==> config.mk <==
export PLATFORM = sky130hd
export DESIGN_NAME = initial_program_load_sequencer
export DESIGN_NICKNAME = d
export VERILOG_FILES = /design/src/logic/ipl_pkg.sv /design/src/logic/initial_program_load_sequencer.sv
export SDC_FILE = /design/constraint.sdc
export NUM_CORES = 1
export LEC_CHECK = 0
export BUFFER_PORTS_ARGS = -buffer_cell sky130_fd_sc_hd__buf_2
export CAP_MARGIN = 20
export CORE_MARGIN = 1
export CORE_UTILIZATION = 39
export CTS_CLUSTER_SIZE = 12
export DETAILED_ROUTE_END_ITERATION = 8
export GPL_TIMING_DRIVEN = 0
export PLACE_DENSITY = 0.76
export SLEW_MARGIN = 5
export SYNTH_ARGS = -nofsm -noshare
export SYNTH_HDL_FRONTEND = slang
export SYNTH_SLANG_ARGS = --single-unit
export TNS_END_PERCENT = 50
==> constraint.sdc <==
create_clock -name clk_in -period 1.5 [get_ports clk_in]
set_input_delay 0.15 -clock clk_in [delete_from_list [all_inputs] [get_ports clk_in]]
set_output_delay 0.15 -clock clk_in [all_outputs]
set_load 0.005 [all_outputs]
==> src/logic/ipl_pkg.sv <==
package boot_seq_pkg;
   // register map, byte addresses on the bus
   localparam logic [7:0] CTRL_OFS = 8'h00;
   localparam logic [7:0] STATUS_OFS = 8'h04;
   // control field layout
   localparam int CTRL_MODE_LSB = 0;
   localparam int CTRL_OPT_BIT = 4;
   localparam logic [4:0] CTRL_RESET = 5'h00;
   // panel load modes
   localparam logic [3:0] MODE_DISK = 4'h0;
   localparam logic [3:0] MODE_DSKT = 4'he;
   localparam logic [3:0] MODE_OPT = 4'hf;
   // panel display values
   localparam logic [15:0] DISPLAY_BUSY = 16'hffff;
   localparam logic [15:0] DISPLAY_IDLE = 16'h0000;
   // self-test image size and control storage address width
   localparam int TEST_WORDS = 4;
   localparam int CS_AW = 12;
   localparam logic [15:0] SELFTEST_BASE = 16'h5a00;
   // timing
   localparam int CLK_NS = 10;
   localparam int BIT_RESET_NS = 20;
   localparam int BIT_RESET_CYC = (BIT_RESET_NS + CLK_NS - 1) / CLK_NS;
   // sequencer states, gray coded along the load path
   typedef enum logic [2:0] {
      ST_IDLE = 3'b000,
      ST_STOP = 3'b001,
      ST_ERRREC = 3'b011,
      ST_PCBRST = 3'b010,
      ST_SELFLOAD = 3'b110,
      ST_START = 3'b111,
      ST_WAITHW = 3'b101,
      ST_LOADCYC = 3'b100
   } seq_state_e;
endpackage : boot_seq_pkg

==> src/logic/initial_program_load_sequencer.sv <==
`timescale 1ns/10ps
// Notes on behaviour
// mode 0 loads from disk
// mode E loads from diskette
// mode F source from load option
// load key press starts hardware load
// processor loads main storage afterwards
// display shows FFFF at start
// processor drops running, stops cycle steals
// error recording only when needed
// issue processor control bit reset
// write self-test routines to control storage
// send start command to processor
// processor runs its self-test
// processor returns hardware load command
// after system reset assert microcode load cycle
// steps run strictly in order
module initial_program_load_sequencer
   import boot_seq_pkg::*;
#(
   parameter int N_WORDS = TEST_WORDS,
   parameter int AW = CS_AW
)(
   input wire logic clk_in,
   input wire logic rst_in,
   input wire logic hsel_in,
   input wire logic [31:0] haddr_in,
   input wire logic [1:0] htrans_in,
   input wire logic hwrite_in,
   input wire logic [2:0] hsize_in,
   input wire logic [31:0] hwdata_in,
   input wire logic hready_in,
   output logic hreadyout_out,
   output logic hresp_out,
   output logic [31:0] hrdata_out,
   input wire logic load_key_in,
   input wire logic control_proc_running_in,
   input wire logic error_pending_in,
   input wire logic err_record_done_in,
   input wire logic hw_load_cmd_in,
   input wire logic load_done_in,
   output logic [15:0] display_out,
   output logic err_record_out,
   output logic ctrl_bit_reset_out,
   output logic cs_we_out,
   output logic [AW-1:0] cs_addr_out,
   output logic [15:0] cs_data_out,
   output logic start_cmd_out,
   output logic sys_reset_out,
   output logic microcode_load_cycle_out,
   output logic load_from_disk_out,
   output logic load_from_diskette_out
);
   ////////////////////////////////////////////////////////////////////////////////
   // elaboration check
   if (N_WORDS < 1 || N_WORDS > (1 << AW) || AW > 16)
      $error("self-test size does not fit control storage");

   // self-test image, one word per address
   function automatic logic [15:0] selftest_word(input logic [AW-1:0] idx);
      return SELFTEST_BASE ^ 16'(idx);
   endfunction : selftest_word

   // true when the panel mode names a load source
   function automatic logic mode_valid(input logic [3:0] m);
      return (m == MODE_DISK) || (m == MODE_DSKT) || (m == MODE_OPT);
   endfunction : mode_valid

   seq_state_e state_q, state_d;
   logic [4:0] ctrl_q;
   logic key_prev_q;
   logic err_need_q;
   logic [AW-1:0] wrd_q;
   logic [1:0] bit_rst_cnt_q;
   logic wr_pend_q;
   logic [7:0] addr_q;
   logic key_go;
   logic [3:0] mode;
   logic opt;

   assign mode = ctrl_q[CTRL_MODE_LSB +: 4];
   assign opt = ctrl_q[CTRL_OPT_BIT];
   // key edge start
   assign key_go = load_key_in && !key_prev_q && (state_q == ST_IDLE) && mode_valid(mode);

   ////////////////////////////////////////////////////////////////////////////////
   // bus slave: zero wait, always okay
   always_ff @(posedge clk_in)
   begin
      if (rst_in)
      begin
         hreadyout_out <= 1'b0;
         hresp_out <= 1'b0;
      end
      else
      begin
         hreadyout_out <= 1'b1;
         hresp_out <= 1'b0;
      end
   end

   // address phase capture and read data
   always_ff @(posedge clk_in)
   begin
      if (rst_in)
      begin
         wr_pend_q <= 1'b0;
         addr_q <= 8'h00;
         hrdata_out <= 32'h0000_0000;
      end
      else if (hready_in)
      begin
         wr_pend_q <= hsel_in && htrans_in[1] && hwrite_in;
         addr_q <= haddr_in[7:0];
         if (hsel_in && htrans_in[1] && !hwrite_in && haddr_in[7:0] == CTRL_OFS)
            hrdata_out <= {27'h0, ctrl_q};
         else if (hsel_in && htrans_in[1] && !hwrite_in && haddr_in[7:0] == STATUS_OFS)
            hrdata_out <= {10'h0, display_out, load_from_diskette_out,
                           load_from_disk_out, microcode_load_cycle_out, state_q};
         else
            hrdata_out <= 32'h0000_0000;
      end
   end

   // control register write
   always_ff @(posedge clk_in)
   begin
      if (rst_in)
         ctrl_q <= CTRL_RESET;
      else if (wr_pend_q && addr_q == CTRL_OFS)
         ctrl_q <= hwdata_in[4:0];
   end

   ////////////////////////////////////////////////////////////////////////////////
   // sequencer next state
   always_comb
   begin
      state_d = state_q;
      case (state_q)
         ST_IDLE:
            if (key_go)
               state_d = ST_STOP;
         // wait processor stop
         ST_STOP:
            if (!control_proc_running_in)
               state_d = ST_ERRREC;
         // skip when unneeded
         ST_ERRREC:
            if (!err_need_q || err_record_done_in)
               state_d = ST_PCBRST;
         // ordered step hand-off
         ST_PCBRST:
            if (bit_rst_cnt_q == 2'(BIT_RESET_CYC - 1))
               state_d = ST_SELFLOAD;
         ST_SELFLOAD:
            if (wrd_q == AW'(N_WORDS - 1))
               state_d = ST_START;
         ST_START:
            state_d = ST_WAITHW;
         // await hardware load command
         ST_WAITHW:
            if (hw_load_cmd_in)
               state_d = ST_LOADCYC;
         ST_LOADCYC:
            if (load_done_in)
               state_d = ST_IDLE;
         default:
            state_d = ST_IDLE;
      endcase
   end

   // state and step counters
   always_ff @(posedge clk_in)
   begin
      if (rst_in)
      begin
         state_q <= ST_IDLE;
         key_prev_q <= 1'b0;
         bit_rst_cnt_q <= 2'd0;
         wrd_q <= '0;
      end
      else
      begin
         state_q <= state_d;
         key_prev_q <= load_key_in;
         bit_rst_cnt_q <= (state_q == ST_PCBRST) ? bit_rst_cnt_q + 2'd1 : 2'd0;
         wrd_q <= (state_q == ST_SELFLOAD) ? wrd_q + AW'(1) : '0;
      end
   end

   ////////////////////////////////////////////////////////////////////////////////
   // display and source selection, latched at the key
   always_ff @(posedge clk_in)
   begin
      if (rst_in)
      begin
         display_out <= DISPLAY_IDLE;
         err_need_q <= 1'b0;
         load_from_disk_out <= 1'b0;
         load_from_diskette_out <= 1'b0;
      end
      else if (key_go)
      begin
         // show busy value
         display_out <= DISPLAY_BUSY;
         err_need_q <= error_pending_in;
         // disk source
         load_from_disk_out <= (mode == MODE_DISK) || (mode == MODE_OPT && !opt);
         // diskette source
         load_from_diskette_out <= (mode == MODE_DSKT) || (mode == MODE_OPT && opt);
      end
      else if (state_q == ST_LOADCYC && load_done_in)
      begin
         display_out <= DISPLAY_IDLE;
         load_from_disk_out <= 1'b0;
         load_from_diskette_out <= 1'b0;
      end
   end

   // step strobes toward the processor and storage
   always_ff @(posedge clk_in)
   begin
      if (rst_in)
      begin
         err_record_out <= 1'b0;
         ctrl_bit_reset_out <= 1'b0;
         cs_we_out <= 1'b0;
         cs_addr_out <= '0;
         cs_data_out <= 16'h0000;
         start_cmd_out <= 1'b0;
         sys_reset_out <= 1'b0;
      end
      else
      begin
         // record only when pending
         err_record_out <= (state_q == ST_ERRREC) && err_need_q && !err_record_done_in;
         // control bit reset
         ctrl_bit_reset_out <= (state_q == ST_PCBRST);
         // self-test image write
         cs_we_out <= (state_q == ST_SELFLOAD);
         cs_addr_out <= wrd_q;
         cs_data_out <= selftest_word(wrd_q);
         // start command pulse
         start_cmd_out <= (state_q == ST_START);
         sys_reset_out <= (state_q == ST_WAITHW) && hw_load_cmd_in;
      end
   end

   // microcode load cycle, follows the system reset
   always_ff @(posedge clk_in)
   begin
      if (rst_in)
         microcode_load_cycle_out <= 1'b0;
      // load cycle after reset
      else
         microcode_load_cycle_out <= sys_reset_out || (microcode_load_cycle_out && !load_done_in);
   end

   ////////////////////////////////////////////////////////////////////////////////
   // checks
   logic [AW:0] chk_wr_q;
   always_ff @(posedge clk_in)
   begin
      if (rst_in || key_go)
         chk_wr_q <= '0;
      else if (cs_we_out)
         chk_wr_q <= chk_wr_q + (AW+1)'(1);
   end
endmodule : initial_program_load_sequencer

## After elaboration in Yosys (flattened, before gate mapping)

Index checks and enable logic that the tools add are counted.

- Register bits after elaboration: 118
- Input bits: 80
- Output and inout port bits: 86
- Logic and storage cells: 98

- $add $sub $neg: 2
- Equality and inequality tests: 19
- Mux-type cells: 16
- Bitwise logic cells: 3
- Reductions and logical operators: 36

Operator list:

| cell | number |
|---|---|
| two-way mux 22 bit | 2 |
| two-way mux 16 bit | 2 |
| case mux 3 bit (8 select lines) | 1 |
| two-way mux 3 bit | 7 |
| logical AND 1 bit | 16 |
| zero test 8 bit | 2 |
| inequality test 2 bit (second input constant) | 7 |
| adder 12 x 1 -> 12 bit (second input constant) | 1 |
| == test 12 x 2 -> 1 bit (second input constant) | 1 |
| == test 3 bit (second input constant) | 4 |
| == test 4 bit (second input constant) | 2 |
| == test 8 x 3 -> 1 bit (second input constant) | 1 |
| AND reduction 7 bit | 1 |
| == test 3 x 2 -> 1 bit (second input constant) | 2 |
| zero test 1 bit | 6 |
| logical OR 1 bit | 6 |
| zero test 4 bit | 1 |
| two-way mux 1 bit | 4 |
| inverter 2 -> 4 bit | 1 |
| OR reduction 2 bit | 2 |
| == test 3 x 1 -> 1 bit (second input constant) | 1 |
| zero test 3 bit | 1 |
| adder 2 x 1 -> 2 bit (second input constant) | 1 |
| == test 2 x 1 -> 1 bit (second input constant) | 1 |
| other kinds (2) | 3 |

## Logic depth before layout (Yosys ltp)

- Word-level depth: 6
- Mapped depth: 7
- Depth with buffers taken out: 7

## Worst setup path after synthesis

No wires, ideal clock.

- Path kind: register to register
- Start point: register wrd_q[4]
- End point: register state_q[0]
- Library setup time: 0.059 ns
- Arrival time: 1.457 ns
- Data required time: 1.441 ns
- Slack: -0.016 ns
- Stages on the path, launching flop included: 6
- Path buffers: 0
- Period minus slack after synthesis: 1.516 ns
- Cell sequence: dfxtp_1 > or4_1 > nor4_2 > nand4_1 > a311oi_1 > a31o_1

- Cells in the longest elaborated chain, start to end: 3

RTL lines:

| element | line | text |
|---|---|---|
| start, declared | initial_program_load_sequencer.sv:73 | `logic [AW-1:0] wrd_q;` |
| start signal, assigned | initial_program_load_sequencer.sv:187 | `wrd_q <= (state_q == ST_SELFLOAD) ? wrd_q + AW'(1) : '0;` |
| == test 12 x 2 -> 1 bit | initial_program_load_sequencer.sv:156 | `if (wrd_q == AW'(N_WORDS - 1))` |
| inequality test 2 bit (no line) | n/a |  |
| AND reduction 7 bit (no line) | n/a |  |
| end signal, assigned | initial_program_load_sequencer.sv:184 | `state_q <= state_d;` |
| end, declared | initial_program_load_sequencer.sv:69 | `seq_state_e state_q, state_d;` |

Every way passes these cells.
A chain may end at the register's enable or synchronous reset.

## Worst setup path after layout

Same ends and word-level chain as after synthesis.

==> results.py <==
metrics = {
    "synth": {
        "post_synthesis_async_set_or_reset_flop_share_pct": 0,
        "post_synth_most_frequent_cells": "dfxtp_1, buf_4, nor2_1",
        "seq_area_frac_synth_pct": 45.8,
        "yosys.cell_count.top_type": "dfxtp_1",
        "ys_types": 47,
        "synth_top_cells_by_area": "dfxtp_1, buf_4, nor2_1",
        "syn_area_mm2": 0.00284,
        "synth.ff_latch_count": 65,
        "synth_enable_flop_cells": 0,
        "synth_area_per_cell_um2": 9.13,
        "synthFlopType": "dfxtp_1",
        "yosys_warnings": 0,
        "post-synth-top-area-fraction_pct": 45.8,
        "synth_largest_area_cell": "dfxtp_1",
        "post_synth_inst_count": 311,
    },
    "cells_and_area": {
        "post-route-cell-area_mm2": 0.00368,
        "drive_above_1_share_pct": 42.2,
        "utilization_after_layout_pct": 53.3,
        "antenna_cell_count": 0,
        "area_growth_syn_to_layout_pct": 29.6,
        "number_of_nets_in_the_layout": 511,
    },
    "worst_setup_path": {
        "worst-setup-path-type": "reg2reg",
        "crit_path_end_kind": "flip-flop",
        "critical-path-max-stage-delay_ns": 0.55,
        "critical_path_required_ns": 1.78,
        "crit_slowest_cell": "or4_4",
        "startpoint_type": "flip-flop",
        "crit_path_max_fanout": 6,
        "regToRegSetupSlack_ns": -0.13,
        "crit_path_cell_trace": "or4_4, nor4_4, nand4_1, a311oi_1, a31o_1",
        "timing.critical_path.arrival_ns": 1.91,
    },
    "floorplanning": {
        "die_ht_um": 87.3,
        "row_count": 30,
        "io_pins": 166,
        "initial_core_utilization_pct": 41.1,
        "dieArea_mm2": 0.00762,
        "core_area_mm2": 0.00691,
        "die_w_um": 87.3,
    },
    "cts": {
        "max-clock-path-buffers": 2,
        "worst_skew_pair.late_latency_ns": 0.33,
        "clock_tree_from_tritoncts": "yes",
        "clock_root_buffer": "clkbuf_8",
        "cts_sinks": 65,
        "cts_htree_levels": 3,
        "cts_inserted_buffers": 9,
        "clkSlewWorstSetupHoldPaths_ns": 0.06,
    },
    "timing": {
        "worst_slew_pin_slew_ns": 0.690,
        "finClkSkew_ns": 0.00884,
        "finalWorstSetupSlack_ns": -0.129,
        "number_of_failing_hold_endpoints_at_the_final_stage": 0,
        "period_share_pct": 109,
        "slew-limit-headroom_pct": 53.6,
        "rsz0062_at_grt": "yes",
        "number_of_setup_violations_in_the_final_report": 1,
        "report.final.slew_viol_count": 0,
        "timing.fmax_ghz": 0.614,
        "finalCriticalPeriod_ns": 1.63,
    },
    "power": {
        "vdd.ir_drop.worst_uv": 492,
        "cellLeakagePower_nw": 1.89,
        "finalPower_mw": 3.47,
        "p_per_area_mw_per_mm2": 944,
    },
    "routing": {
        "total_via_count_after_detailed_routing": 2343,
        "vias_per_cell": 4.45,
        "post_drt_wl_per_cell_um": 11.3,
        "detail_route.drc_violations": 0,
        "detail_route.first_pass.iterations": 4,
        "final_antenna_net_count": 0,
        "detailedRoute.firstIterationViolations": 75,
        "drt-total-wl_um": 5970,
    },
    "placement": {
        "place_area_mm2": 0.00347,
        "detailed_place_hpwl_um": 4390,
        "globalplace.congestion": 0.841,
        "numPortBuffers": 94,
    },
    "global_route": {
        "overflow_left_after_global_routing": 0,
        "antenna_violations_before_repair": 0,
        "gr-usage-all-layers_pct": 15.5,
        "grt_start_max_net_pins": 19,
        "grt_pass1_wl_um": 9030,
        "first_global_vias": 2053,
    },
    "job": {
        "timing.max_cap.violations": 0,
    },
    "outcome": {
        "violated_checks": "setup timing",
        "status": "complete, but fails checks",
    },
    "min_path": {
        "worstHoldPathType": "in2reg",
    },
}
## repair_timing
action                                  4_1_cts  5_1_grt
resized for setup                             7       11
setup buffers                                 1        0
hold buffers                                  0        0
pin swaps                                     1        0
endpoints found under the setup margin       34       30
## sequential cells by signal, indices dropped and copies added (netlist names), named ones only
register and count:
key_prev_q 1, cs_data_out 3, err_need_q 1, err_record_out 1, sys_reset_out 1, load_from_disk_out 1
load_from_diskette_out 1, cs_addr_out 12, wrd_q 12, wr_pend_q 1, display_out 1, hrdata_out 7
ctrl_q 5, addr_q 8, cs_we_out 1, ctrl_bit_reset_out 1, state_q 1, bit_rst_cnt_q 2
start_cmd_out 1, microcode_load_cycle_out 1, hreadyout_out 1
## routing by layer
metal | part of all wire, % | up-vias | GRT usage, %
li1 | - | 1205 | -
met1 | 45 | 1046 | 18.5
met2 | 47 | 79 | 25.4
met3 | 5.6 | 13 | 4.55
met4 | 2.1 | 0 | 7.90
met5 | 0 | - | 0
## cell usage in the layout, fill, tap and decap left out, types with 6 or more instances in the layout
cell,count
mux2i_1,14
clkbuf_1,8
buf_2,97
nor2b_1,13
a22oi_1,6
clkbuf_8,10
xor2_1,6
conb_1,13
nand2_1,13
nor2_1,43
dfxtp_1,61
inv_1,10
buf_4,56
## power breakdown
part           total [mW]  internal [mW]  switching, mW
combinational       0.446          0.237          0.210
clock                1.20          0.616          0.588
sequential           1.82           1.77         0.0497
total                3.47           2.63          0.847
## through the flow
step / setup slack, ns / setup TNS, ns / std cells / hold slack (ns)
finish: -0.129 / -0.129 / 527 / 0.0440
global route: -0.221 / -0.392 / 527 / 0.0331
CTS: -0.135 / -0.135 / 527 / 0.0277
detailed placement: -0.186 / -1.82 / 513 / 0.385
global placement: -0.119 / -1.29 / 513 / 0.375
floorplan: 0.0316 / 0 / 323 / 0.278
## worst max-delay path: cells and delay by family, from the launching register on
family / cells / cell delay (ns)
AO/OA/AOI/OAI: 2 / 0.38
AND/OR/NAND/NOR: 3 / 0.86
flip-flops: 1 / 0.35
## path summary, 6_finish.rpt
kind                          from          endpoint  depth (start not counted)
hold reg to reg   bit_rst_cnt_q[0]  bit_rst_cnt_q[0]                          1
setup / recovery          wrd_q[4]        state_q[0]                          5
setup reg to reg          wrd_q[4]        state_q[0]                          5
hold / removal         load_key_in        key_prev_q                          2
## layout make-up
class,count,area (um2)
fill,684,3230
sequential,65,1310
multi-input combinational,179,1120
timing repair buffer,95,478
buffer,66,459
clock buffer,12,145
tap,96,120
inverter,13,48.8
clock inverter,1,5.00
## kinds of logic (layout without fill, tap and decap cells)
kind of cell               after synthesis  after routing  share of synthesized area, %
AOI/OAI and AO/OA                       31             31                          7.10
xor gates and xnor gates                 9              9                          2.78
adders and majority gates                2              2                         0.881
buffers and inverters                   79            187                          17.7
DFF                                     65             65                          45.8
muxes                                   17             17                          6.13
other                                    1             13                         0.132
and+or+nand+nor                        107            107                          19.5
Note: power is estimated with default switching activity, not from simulation.
